File: src/inc/pcr_pkg.sv
package pcr_pkg;
    // register addresses
    localparam logic [7:0] ADDR_SYSTEM_MODE      = 8'hDF;
    localparam logic [7:0] ADDR_PWM_CONTROL      = 8'hE3;
    localparam logic [7:0] ADDR_STOP_ENABLE_KEY  = 8'hE4;
    localparam logic [7:0] ADDR_PORT_ONE_CONTROL = 8'hE9;
    localparam logic [7:0] ADDR_PORT_TWO_HIGH    = 8'hEA;
    localparam logic [7:0] ADDR_PORT_TWO_LOW     = 8'hEB;
    localparam logic [7:0] ADDR_TIMER_ZERO       = 8'hF4;
    // implemented-bit masks
    localparam logic [7:0] MASK_SYSTEM_MODE      = 8'h0F;
    localparam logic [7:0] MASK_PWM_CONTROL      = 8'hDF;
    localparam logic [7:0] MASK_STOP_ENABLE_KEY  = 8'hFF;
    localparam logic [7:0] MASK_PORT_ONE_CONTROL = 8'hCF;
    localparam logic [7:0] MASK_PORT_TWO_HIGH    = 8'h7F;
    localparam logic [7:0] MASK_PORT_TWO_LOW     = 8'hFF;
    localparam logic [7:0] MASK_TIMER_ZERO       = 8'hCB;
    localparam logic [7:0] RESET_VALUE           = 8'h00;
    // field positions
    localparam int BIT_GLOBAL_IE   = 3;
    localparam int BIT_PRESC_HI    = 7;
    localparam int BIT_PRESC_LO    = 6;
    localparam int BIT_RELOAD_SEL  = 4;
    localparam int BIT_CNT_CLEAR   = 3;
    localparam int BIT_CNT_ENABLE  = 2;
    localparam int BIT_INT_ENABLE  = 1;
    localparam int BIT_INT_PENDING = 0;
    localparam int BIT_P1_OD_ONE   = 7;
    localparam int BIT_P1_OD_ZERO  = 6;
    localparam logic [7:0] STOP_KEY = 8'hA5;
    // divider ratios
    localparam logic [12:0] PWM_DIV_00 = 13'h0040;
    localparam logic [12:0] PWM_DIV_01 = 13'h0008;
    localparam logic [12:0] PWM_DIV_10 = 13'h0002;
    localparam logic [12:0] PWM_DIV_11 = 13'h0001;
    localparam logic [12:0] TMR_DIV_00 = 13'h1000;
    localparam logic [12:0] TMR_DIV_01 = 13'h0100;
    localparam logic [12:0] TMR_DIV_10 = 13'h0008;
    localparam logic [12:0] TMR_DIV_11 = 13'h0001;
    // two-bit pin modes, port 1
    localparam logic [1:0] P1_INPUT     = 2'h0;
    localparam logic [1:0] P1_PULL_UP   = 2'h1;
    localparam logic [1:0] P1_OUTPUT    = 2'h2;
    localparam logic [1:0] P1_PULL_DOWN = 2'h3;
    // two-bit pin modes, port 2
    localparam logic [1:0] P2_PULL_UP   = 2'h0;
    localparam logic [1:0] P2_INPUT     = 2'h1;
    localparam logic [1:0] P2_PUSH_PULL = 2'h2;
    localparam logic [1:0] P2_OPEN_OR_T = 2'h3;
    // three-bit pin six modes
    localparam logic [2:0] P6_PULL_UP   = 3'h0;
    localparam logic [2:0] P6_INPUT     = 3'h1;
    localparam logic [2:0] P6_PUSH_PULL = 3'h4;
    localparam logic [2:0] P6_OD_PULL   = 3'h5;
    localparam logic [2:0] P6_OPEN      = 3'h6;
    localparam logic [2:0] P6_CLOCK_OUT = 3'h7;
endpackage

File: src/verilog/pcr_pin_cfg.sv
`timescale 1ns/1ps
// decodes one two-bit port-2 mode field
module pcr_pin_cfg
    import pcr_pkg::*;
#(
    parameter bit TIMER_ALT = 1'b0
) (
    // mode
    input  wire logic [1:0] mode,
    // decoded pin controls
    output logic            pull_up,
    output logic            drive_en,
    output logic            open_drain,
    output logic            timer_out
);
    always_comb begin
        pull_up    = 1'b0;
        drive_en   = 1'b0;
        open_drain = 1'b0;
        timer_out  = 1'b0;
        unique case (mode)
            P2_PULL_UP:   pull_up = 1'b1;
            P2_INPUT:     pull_up = 1'b0;
            P2_PUSH_PULL: drive_en = 1'b1;
            P2_OPEN_OR_T: begin
                drive_en = 1'b1;
                if (TIMER_ALT) begin
                    timer_out = 1'b1;
                end else begin
                    open_drain = 1'b1;
                end
            end
        endcase
    end
endmodule

File: src/verilog/pcr_div.sv
`timescale 1ns/1ps
// programmable prescaler, one tick per ratio clocks
module pcr_div
    import pcr_pkg::*;
(
    // clock and reset
    input  wire logic        core_clk,
    input  wire logic        rst,
    // control
    input  wire logic [12:0] ratio,
    // tick
    output logic             tick
);
    logic [12:0] cnt_r;
    logic [12:0] cnt_nxt;
    logic        tick_nxt;

    always_comb begin
        cnt_nxt  = cnt_r + 13'h0001;
        tick_nxt = 1'b0;
        if (cnt_nxt >= ratio) begin
            cnt_nxt  = 13'h0000;
            tick_nxt = 1'b1;
        end
    end

    always_ff @(posedge core_clk) begin
        if (rst) begin
            cnt_r <= 13'h0000;
            tick  <= 1'b0;
        end else begin
            cnt_r <= cnt_nxt;
            tick  <= tick_nxt;
        end
    end
endmodule

File: src/verilog/pcr_bank.sv
`timescale 1ns/1ps
module pcr_bank
    import pcr_pkg::*;
(
    // clock and reset
    input  wire logic       core_clk,
    input  wire logic       rst,
    // register file access
    input  wire logic [7:0] reg_addr,
    input  wire logic       reg_wr,
    input  wire logic       reg_rd,
    input  wire logic [7:0] reg_wdata,
    output logic      [7:0] reg_rdata,
    // core events
    input  wire logic       int_ack,
    input  wire logic       int_return,
    input  wire logic       stop_exec,
    input  wire logic       pwm_overflow8,
    input  wire logic       pwm_overflow6,
    input  wire logic       timer_match,
    // core controls
    output logic            global_int_en,
    output logic      [2:0] page_select,
    output logic            stop_enter,
    output logic            stop_to_reset,
    output logic            pwm_irq,
    output logic            timer_irq,
    // counter controls
    output logic            pwm_tick,
    output logic            pwm_clear,
    output logic            pwm_run,
    output logic            pwm_duty_reload,
    output logic            timer_tick,
    output logic            timer_clear,
    // port one pins
    output logic      [1:0] p1_pull_up,
    output logic      [1:0] p1_pull_down,
    output logic      [1:0] p1_drive_en,
    output logic      [1:0] p1_open_drain,
    // port two pins
    output logic      [6:0] p2_pull_up,
    output logic      [6:0] p2_drive_en,
    output logic      [6:0] p2_open_drain,
    output logic            p2_analog_eight,
    output logic            p2_clock_out,
    output logic            p2_timer_out
);
    logic [7:0] sym_r, sym_nxt;
    logic [7:0] pwm_r, pwm_nxt;
    logic [7:0] key_r, key_nxt;
    logic [7:0] p1_r, p1_nxt;
    logic [7:0] p2h_r, p2h_nxt;
    logic [7:0] p2l_r, p2l_nxt;
    logic [7:0] t0_r, t0_nxt;
    logic [7:0] rdata_nxt;
    logic       wr_sym, wr_pwm, wr_key, wr_p1, wr_p2h, wr_p2l, wr_t0;
    logic [12:0] pwm_ratio, tmr_ratio;
    logic        pwm_div_tick, tmr_div_tick;
    logic [5:0]  pu_c, de_c, od_c;
    logic        t0_alt_c;
    logic [1:0]  p1_pu_c, p1_pd_c, p1_de_c, p1_od_c;
    logic        p6_an_c, p6_clk_c, pu6_c, de6_c, od6_c;
    logic        gie_c, stop_en_c, stop_rst_c;

    // register writes, one byte per location
    always_comb begin
        wr_sym = reg_wr && (reg_addr == ADDR_SYSTEM_MODE);
        wr_pwm = reg_wr && (reg_addr == ADDR_PWM_CONTROL);
        wr_key = reg_wr && (reg_addr == ADDR_STOP_ENABLE_KEY);
        wr_p1  = reg_wr && (reg_addr == ADDR_PORT_ONE_CONTROL);
        wr_p2h = reg_wr && (reg_addr == ADDR_PORT_TWO_HIGH);
        wr_p2l = reg_wr && (reg_addr == ADDR_PORT_TWO_LOW);
        wr_t0  = reg_wr && (reg_addr == ADDR_TIMER_ZERO);
    end

    always_comb begin
        sym_nxt = sym_r;
        if (wr_sym) begin
            sym_nxt = reg_wdata & MASK_SYSTEM_MODE;
        end
        // hardware acknowledge/return act after a software write
        if (int_ack) begin
            sym_nxt[BIT_GLOBAL_IE] = 1'b0;
        end else if (int_return) begin
            sym_nxt[BIT_GLOBAL_IE] = 1'b1;
        end

        pwm_nxt = pwm_r;
        if (wr_pwm) begin
            pwm_nxt = reg_wdata & MASK_PWM_CONTROL;
            // pending only cleared by writing 0
            pwm_nxt[BIT_INT_PENDING] = pwm_r[BIT_INT_PENDING]
                                       & reg_wdata[BIT_INT_PENDING];
        end
        if (pwm_overflow8) begin
            pwm_nxt[BIT_INT_PENDING] = 1'b1;
        end

        t0_nxt = t0_r;
        if (wr_t0) begin
            t0_nxt = reg_wdata & MASK_TIMER_ZERO;
            t0_nxt[BIT_INT_PENDING] = t0_r[BIT_INT_PENDING]
                                      & reg_wdata[BIT_INT_PENDING];
        end
        if (timer_match) begin
            t0_nxt[BIT_INT_PENDING] = 1'b1;
        end

        key_nxt = wr_key ? (reg_wdata & MASK_STOP_ENABLE_KEY) : key_r;
        p1_nxt  = wr_p1  ? (reg_wdata & MASK_PORT_ONE_CONTROL) : p1_r;
        p2h_nxt = wr_p2h ? (reg_wdata & MASK_PORT_TWO_HIGH) : p2h_r;
        p2l_nxt = wr_p2l ? (reg_wdata & MASK_PORT_TWO_LOW) : p2l_r;
    end

    // read mux, unmapped reads zero
    always_comb begin
        rdata_nxt = 8'h00;
        if (reg_rd) begin
            unique case (reg_addr)
                ADDR_SYSTEM_MODE:      rdata_nxt = sym_r;
                ADDR_PWM_CONTROL:      rdata_nxt = pwm_r;
                ADDR_STOP_ENABLE_KEY:  rdata_nxt = key_r;
                ADDR_PORT_ONE_CONTROL: rdata_nxt = p1_r;
                ADDR_PORT_TWO_HIGH:    rdata_nxt = p2h_r;
                ADDR_PORT_TWO_LOW:     rdata_nxt = p2l_r;
                ADDR_TIMER_ZERO:       rdata_nxt = t0_r;
                default:               rdata_nxt = 8'h00;
            endcase
        end
    end

    always_ff @(posedge core_clk) begin
        if (rst) begin
            sym_r     <= RESET_VALUE;
            pwm_r     <= RESET_VALUE;
            key_r     <= RESET_VALUE;
            p1_r      <= RESET_VALUE;
            p2h_r     <= RESET_VALUE;
            p2l_r     <= RESET_VALUE;
            t0_r      <= RESET_VALUE;
            reg_rdata <= 8'h00;
        end else begin
            sym_r     <= sym_nxt;
            pwm_r     <= pwm_nxt;
            key_r     <= key_nxt;
            p1_r      <= p1_nxt;
            p2h_r     <= p2h_nxt;
            p2l_r     <= p2l_nxt;
            t0_r      <= t0_nxt;
            reg_rdata <= rdata_nxt;
        end
    end

    // prescaler selection
    always_comb begin
        unique case (pwm_r[BIT_PRESC_HI:BIT_PRESC_LO])
            2'h0: pwm_ratio = PWM_DIV_00;
            2'h1: pwm_ratio = PWM_DIV_01;
            2'h2: pwm_ratio = PWM_DIV_10;
            2'h3: pwm_ratio = PWM_DIV_11;
        endcase
        unique case (t0_r[BIT_PRESC_HI:BIT_PRESC_LO])
            2'h0: tmr_ratio = TMR_DIV_00;
            2'h1: tmr_ratio = TMR_DIV_01;
            2'h2: tmr_ratio = TMR_DIV_10;
            2'h3: tmr_ratio = TMR_DIV_11;
        endcase
    end

    pcr_div u_pwm_div (
        .core_clk (core_clk),
        .rst      (rst),
        .ratio    (pwm_ratio),
        .tick     (pwm_div_tick)
    );

    pcr_div u_tmr_div (
        .core_clk (core_clk),
        .rst      (rst),
        .ratio    (tmr_ratio),
        .tick     (tmr_div_tick)
    );

    // port two pins zero to five
    genvar g;
    generate
        for (g = 0; g < 6; g++) begin : g_p2
            logic [1:0] mode_c;
            logic       to_c;
            if (g < 4) begin : g_lo
                assign mode_c = p2l_r[2*g+1:2*g];
            end else begin : g_hi
                assign mode_c = p2h_r[2*(g-4)+1:2*(g-4)];
            end
            pcr_pin_cfg #(.TIMER_ALT(g == 0)) u_pin (
                .mode       (mode_c),
                .pull_up    (pu_c[g]),
                .drive_en   (de_c[g]),
                .open_drain (od_c[g]),
                .timer_out  (to_c)
            );
            if (g == 0) begin : g_t0
                assign t0_alt_c = to_c;
            end
        end
    endgenerate

    // pin six and port one decode
    always_comb begin
        pu6_c    = 1'b0;
        de6_c    = 1'b0;
        od6_c    = 1'b0;
        p6_an_c  = 1'b0;
        p6_clk_c = 1'b0;
        unique casez (p2h_r[6:4])
            P6_PULL_UP:   pu6_c = 1'b1;
            P6_INPUT:     pu6_c = 1'b0;
            3'b01?:       p6_an_c = 1'b1;
            P6_PUSH_PULL: de6_c = 1'b1;
            P6_OD_PULL: begin
                de6_c = 1'b1;
                od6_c = 1'b1;
                pu6_c = 1'b1;
            end
            P6_OPEN: begin
                de6_c = 1'b1;
                od6_c = 1'b1;
            end
            P6_CLOCK_OUT: begin
                de6_c    = 1'b1;
                p6_clk_c = 1'b1;
            end
        endcase
        for (int i = 0; i < 2; i++) begin
            p1_pu_c[i] = (p1_r[2*i +: 2] == P1_PULL_UP);
            p1_pd_c[i] = (p1_r[2*i +: 2] == P1_PULL_DOWN);
            p1_de_c[i] = (p1_r[2*i +: 2] == P1_OUTPUT);
        end
        p1_od_c[1] = p1_r[BIT_P1_OD_ONE];
        p1_od_c[0] = p1_r[BIT_P1_OD_ZERO];
        gie_c      = sym_r[BIT_GLOBAL_IE];
        stop_en_c  = stop_exec && (key_r == STOP_KEY);
        stop_rst_c = stop_exec && (key_r != STOP_KEY);
    end

    // registered outputs
    always_ff @(posedge core_clk) begin
        if (rst) begin
            global_int_en   <= 1'b0;
            page_select     <= 3'h0;
            stop_enter      <= 1'b0;
            stop_to_reset   <= 1'b0;
            pwm_irq         <= 1'b0;
            timer_irq       <= 1'b0;
            pwm_tick        <= 1'b0;
            pwm_clear       <= 1'b0;
            pwm_run         <= 1'b0;
            pwm_duty_reload <= 1'b0;
            timer_tick      <= 1'b0;
            timer_clear     <= 1'b0;
            p1_pull_up      <= 2'h0;
            p1_pull_down    <= 2'h0;
            p1_drive_en     <= 2'h0;
            p1_open_drain   <= 2'h0;
            p2_pull_up      <= 7'h00;
            p2_drive_en     <= 7'h00;
            p2_open_drain   <= 7'h00;
            p2_analog_eight <= 1'b0;
            p2_clock_out    <= 1'b0;
            p2_timer_out    <= 1'b0;
        end else begin
            global_int_en   <= gie_c;
            page_select     <= sym_r[2:0];
            stop_enter      <= stop_en_c;
            stop_to_reset   <= stop_rst_c;
            pwm_irq         <= pwm_r[BIT_INT_ENABLE]
                               & pwm_r[BIT_INT_PENDING];
            timer_irq       <= t0_r[BIT_INT_ENABLE]
                               & t0_r[BIT_INT_PENDING];
            pwm_tick        <= pwm_div_tick & pwm_r[BIT_CNT_ENABLE];
            pwm_clear       <= pwm_r[BIT_CNT_CLEAR];
            pwm_run         <= pwm_r[BIT_CNT_ENABLE];
            pwm_duty_reload <= pwm_r[BIT_RELOAD_SEL] ? pwm_overflow6
                                                     : pwm_overflow8;
            timer_tick      <= tmr_div_tick;
            timer_clear     <= t0_r[BIT_CNT_CLEAR];
            p1_pull_up      <= p1_pu_c;
            p1_pull_down    <= p1_pd_c;
            p1_drive_en     <= p1_de_c;
            p1_open_drain   <= p1_od_c;
            p2_pull_up      <= {pu6_c, pu_c};
            p2_drive_en     <= {de6_c, de_c};
            p2_open_drain   <= {od6_c, od_c};
            p2_analog_eight <= p6_an_c;
            p2_clock_out    <= p6_clk_c;
            // match output needs counter-clear bit set as well
            p2_timer_out    <= t0_alt_c & t0_r[BIT_CNT_CLEAR];
        end
    end
endmodule

File: config.mk
export PLATFORM = sky130hd
export DESIGN_NAME = pcr_bank
export DESIGN_NICKNAME = d
export VERILOG_FILES = /design/src/inc/pcr_pkg.sv /design/src/verilog/pcr_pin_cfg.sv /design/src/verilog/pcr_div.sv /design/src/verilog/pcr_bank.sv
export SDC_FILE = /design/constraint.sdc
export NUM_CORES = 1
export LEC_CHECK = 0
export ABC_AREA = 1
export BUFFER_PORTS_ARGS = -buffer_cell sky130_fd_sc_hd__buf_2
export CORE_ASPECT_RATIO = 0.5
export CORE_MARGIN = 5
export CORE_UTILIZATION = 58
export CTS_CLUSTER_SIZE = 14
export DETAILED_ROUTE_END_ITERATION = 6
export GPL_ROUTABILITY_DRIVEN = 0
export HOLD_SLACK_MARGIN = 0.03
export PLACE_DENSITY_LB_ADDON = 0.25
export SETUP_SLACK_MARGIN = 0.4
export SLEW_MARGIN = 0
export SYNTH_ARGS = -nofsm -noshare
export SYNTH_HDL_FRONTEND = slang
export SYNTH_HIERARCHICAL = 1
export SYNTH_SLANG_ARGS = --single-unit
File: constraint.sdc
create_clock -name core_clk -period 3.62 [get_ports core_clk]
set_clock_uncertainty 0.2 [all_clocks]
set_input_delay 0.543 -clock core_clk [delete_from_list [all_inputs] [get_ports core_clk]]
set_output_delay 0.543 -clock core_clk [all_outputs]
set_load 0.005 [all_outputs]
### Word-level counts from Yosys, hierarchy flattened

Index checks and enable logic that the tools add are counted.

* logic and storage cells: 156
* register bits: 127
* input bits: 26
* output and inout port bits: 54

* bitwise logic cells: 7
* $add $sub $neg: 2
* reduce and logical (&&, ||, !) cells: 34
* equal/unequal tests: 38
* $lt $le $gt $ge: 2
* muxes and demuxes: 35

Operators with widths (count)
* $pmux W13 S4: 2
* $eq A8 B8 Y1 const B: 8
* $pmux W8 S7: 1
* $eq A2 B2 Y1 const B: 20
* $mux W1: 31
* $add A13 B1 Y13 const B: 2
* $ge A13 B13 Y1: 2
* $reduce_or A2 Y1: 12
* $logic_not A2 Y1: 8
* $eq A3 B3 Y1 const B: 4
* $eq A2 B1 Y1 const B: 5
* $logic_and A1 B1 Y1: 9
* $ne A8 B8 Y1 const B: 1
* $and A1 B1 Y1: 6
* $reduce_bool A2 Y1: 3
* $mux W4: 1
* $reduce_or A4 Y1: 1
* $logic_not A3 Y1: 1
* $not A1 Y1: 1

### Depth between registers and ports, before layout

* word-level depth: 4
* depth in mapped cells: 16
* gate-level depth less buffers: 15

### By module

Netlist, hierarchy kept.

By module, submodules not included
* pcr_bank: seq. area each 1981.9 um2, cells each 484, times used 1, area an instance 3701.0 um2
* pcr_div: seq. area each 280.3 um2, cells each 163, times used 2, area an instance 1111.1 um2
* pcr_pin_cfg: seq. area each 0.0 um2, cells each 6, times used 6, area an instance 26.3 um2

### Worst setup path after synthesis

Ideal clock, no wire load.

* path type: reg-to-reg
* from: register u_pwm_div.cnt_r[0]
* to: register u_pwm_div.cnt_r[7]
* data required time: 3.298 ns
* library setup time: 0.122 ns
* buffers on the path: 1
* stages on the path, launching flop included: 16
* period minus slack after synthesis: 2.528 ns
* setup slack: 1.092 ns
* arrival: 2.205 ns
* cells stage by stage: dfxtp_1 ha_1 nand3_2 nor2_2 nand2_2 nor2_2 xor2_2 inv_1 ha_1 nand2_1 nor2_1 nand2_1 o21bai_2 nand3_2 buf_6 nor2_2

* word-level cells in the longest chain between the ends: 3

RTL lines
* start, declared: RTL line pcr_div.sv:14 `logic [12:0] cnt_r;`
* start signal, assigned: RTL line pcr_div.sv:32 `cnt_r <= cnt_nxt;`
* $add A13 B1 Y13 *: RTL line pcr_div.sv:19 `cnt_nxt = cnt_r + 13'h0001;`
* $ge A13 B13 Y1: RTL line pcr_div.sv:21 `if (cnt_nxt >= ratio) begin`
* $reduce_or A2 Y1 (no line)

Every way passes the cells marked *; elsewhere a longest branch is shown, timed or not.
A chain may end at the register's enable or synchronous reset.

### Worst setup path in the final report

* from: register u_tmr_div.cnt_r[0]
* to: register u_tmr_div.cnt_r[5]

* word-level cells in the longest chain between the ends: 3

RTL lines (RTL line)
* start, declared: pcr_div.sv:14
* start signal, assigned: pcr_div.sv:32
* $add A13 B1 Y13 *: pcr_div.sv:19
* $ge A13 B13 Y1: pcr_div.sv:21
* $reduce_or A2 Y1 (no line)

Marks and branches as above.

==> summary.txt <==
Detailed routing
  • Iteration-0 DRC Markers: 518
  • Count of antenna-violating nets left after detailed routing: 0
  • Pre-Repair DR Iteration Count: 5
  • Via total after detailed routing: 5408
  • Routed via count divided by cell count: 5.01
  • Post-Route WL: 14.2 mm
  • Number of DRC violations after detailed routing: 0
  • Wire per inst: around 13 um

Outcome
  • Result of the run: finished, final reports clean

Final layout
  • Synth-to-Final Area Change: 19.0%
  • Number of standard cells in the layout, taps in and fillers out: 1079
  • Net total in the final layout: 980
  • Register area: 2540 sq um
  • Share of layout cells above drive strength 1: just under 20%
  • Count of filler cells inserted in the layout: approximately 810
  • Most common library cell in the layout ignoring fill and taps: inv_1
  • Count of inserted antenna diode cells: 0
  • Multi-input combinational cell area: between 2000 and 3000 sq um
  • Most frequent cells in the layout: inv_1 (163), nand2_1 (136), dfxtp_1 (127)

Clock network
  • CTS hold repair buffers: 0
  • Worst-skew pair later-pin latency: 410 ps
  • Number of buffers on the longest clock path: 2
  • Clock buffers created by TritonCTS: 17
  • Level count of the clock H-tree: 4
  • Sinks on Clock Net: ~130
  • Number of instances resized during post-cts repair: 0
  • Post-CTS Setup Bufs: 0
  • Library cell used as clock root buffer: clkbuf_16
  • CTS tree: built
  • Clock edge transition at the registers on the reported setup and hold paths: ~60 ps

Worst setup path
  • Nature of the critical path startpoint: register
  • Reg-to-reg slack, setup: 730 ps
  • Critical path's most frequent cell: nor2_2
  • Worst Reg2Reg Path Length in Cells: 15
  • Worst R2R End: u_tmr_div/cnt_r[5]
  • CP Data Arrival Time: 3030 ps
  • Worst path cell trace: ha_1, nand3_2, nor2_2, nand2_2, nor2_2, xor2_2, inv_1, ha_1, nand2_1, nor2_1, nand3_1, nand2_1, nor2_2, nand3_2, nor2_1
  • Crit path required time: 3760 ps
  • Worst path slowest cell: dfxtp_1
  • Worst R2R Start: u_tmr_div/cnt_r[0]
  • Start-to-end type of the worst setup path: reg2reg
  • Max incr delay on CP: 390 ps
  • CP Capture Type: register
  • Largest fanout on the critical path: 13

Place
  • Detailed-placement wirelength estimate: 10.4 mm
  • Placed cell count: 1047
  • Port Buf Inserts: 79

Power
  • Pwr dens: around 480 nW/um^2
  • Switching power: about 770 uW
  • Switching power as a share of total power: between 20 and 25%
  • Cell-internal power: 2.64 mW
  • Proportion of power drawn by flip-flops and latches: 41.8%
  • Portion of total power attributed to combinational logic: 4.9%
  • Static Leak: 3.43 nW
  • Clock network fraction of design power: 53.3%
  • Highest ir drop seen on vdd: ~0.00030 V

Global routing
  • Total routing usage reported by global routing: 23.3%
  • Antenna violations before repair: 0
  • Overflow left after global routing: 0
  • Global-route wire length before repair: 23.5 mm
  • Number of global-route vias before repair: 5024
  • Pin count of the biggest net entering global routing: between 50 and 60

Timing
  • Total Negative Setup Slacks: 0 ps
  • Fin crit share: 79.9%
  • Final setup violation count: 0
  • RSZ-0062 raised after global routing: no
  • Final period demand of the worst path: ~2900 ps
  • Highest clock rate: 0.346 GHz
  • Relative slew slack: 60.9%
  • Number of pins exceeding their max-slew limit in the final report: 0
  • Hold violation count in the final report: 0
  • Worst Tran Pin Value: slightly below 600 ps

Logic synthesis
  • Synth Warn #: 6
  • Avg Cell Area, Syn: 7.21 sq um
  • Gate count of the mapped netlist: 836
  • Syn Std Cell Area: 6020 sq um

Min path
  • Start point of the worst hold path: int_ack
  • Hold Path Depth: 4
  • Worst Hold Endpoint: sym_r[3]
  • Worst hold path class: in2reg

Die
  • Initial Util: 59.2%
  • Height of the chip: 82.1 um
  • Die span in x: between 150 and 200 um
  • Std-Cell Rows: 26
  • Core Box Area: 10200 sq um
  • Top-Level Pins: 80
  • Die Footprint: 12600 sq um

Run
  • Count of max-cap constraint violations: 0
[layout make-up]
type / count / share of cell area, %
inverters: 169 / 8.85
clock inverters: 13 / 2.60
clock buffers: 19 / 6.18
multi-input cells: 529 / 38.6
flip-flops and latches: 127 / 35.5
repair buffers: 82 / 5.83
well taps: 140 / 2.44
[metrics by stage]
stage | hold WS (ps) | utilization [%] | power [mW] | instance area [sq um] | worst slack [ps]
6_report | 158 | 70.4 | 3.41 | 7170 | 728
5_1_grt | 158 | 70.4 | 3.52 | 7170 | 452
4_1_cts | 153 | 70.4 | 3.42 | 7170 | 740
3_5_place_dp | 196 | 64.2 | 1.62 | 6540 | 790
3_3_place_gp | 198 | 64.2 | 1.61 | 6540 | 934
2_1_floorplan | 188 | - | 1.56 | 6090 | 1090
[state kept, by name, summed over array words and instances, names as in the netlist, 3 cells and up]
name / cells
reg_rdata: 8
page_select: 3
key_r: 8
p2_pull_up: 7
t0_r: 5
p1_r: 6
p2_open_drain: 7
p2l_r: 8
sym_r: 4
u_pwm_div/cnt_r: 13
u_tmr_div/cnt_r: 13
p2_drive_en: 7
pwm_r: 7
p2h_r: 7
[routing by layer]
metal / track usage [%] / vias to the layer above / part of all wire, %
li1: - / 2752 / -
met1: 27.5 / 2463 / 42
met2: 42.2 / 157 / 50
met3: 5.84 / 36 / 6.6
met4: 7.75 / 0 / 2.2
met5: 0 / - / 0
[worst max-delay path, delay by kind of cell, from the launching register on]
kind                       cells  cell delay, ps
adders and majority gates      2             560
and+or+nand+nor               11            1410
xor gates and xnor gates       1             200
DFF                            1             390
buffers and inverters          1              70
[power by group through the flow]
stage               Sequential, mW  Combinational (mW)  Clock (mW)
finish                        1.42               0.168        1.81
detailed placement            1.45               0.163           0
CTS                           1.42               0.166        1.83
floorplan                     1.45               0.109           0
global route                  1.42               0.191        1.90
global placement              1.45               0.159           0
[worst max-delay path by stage]
stage,startpoint,to,slack [ps],cells after the start
5_1_grt,u_tmr_div/cnt_r[0],u_tmr_div/cnt_r[5],450,15
3_3_place_gp,u_pwm_div/cnt_r[0],u_pwm_div/cnt_r[12],930,14
4_1_cts,u_tmr_div/cnt_r[0],u_tmr_div/cnt_r[5],740,15
2_1_floorplan,u_pwm_div/cnt_r[0],u_pwm_div/cnt_r[7],1090,15
3_5_place_dp,u_pwm_div/cnt_r[0],u_pwm_div/cnt_r[4],790,14
6_report,u_tmr_div/cnt_r[0],u_tmr_div/cnt_r[5],730,15
(Power assumes the default switching activity.)
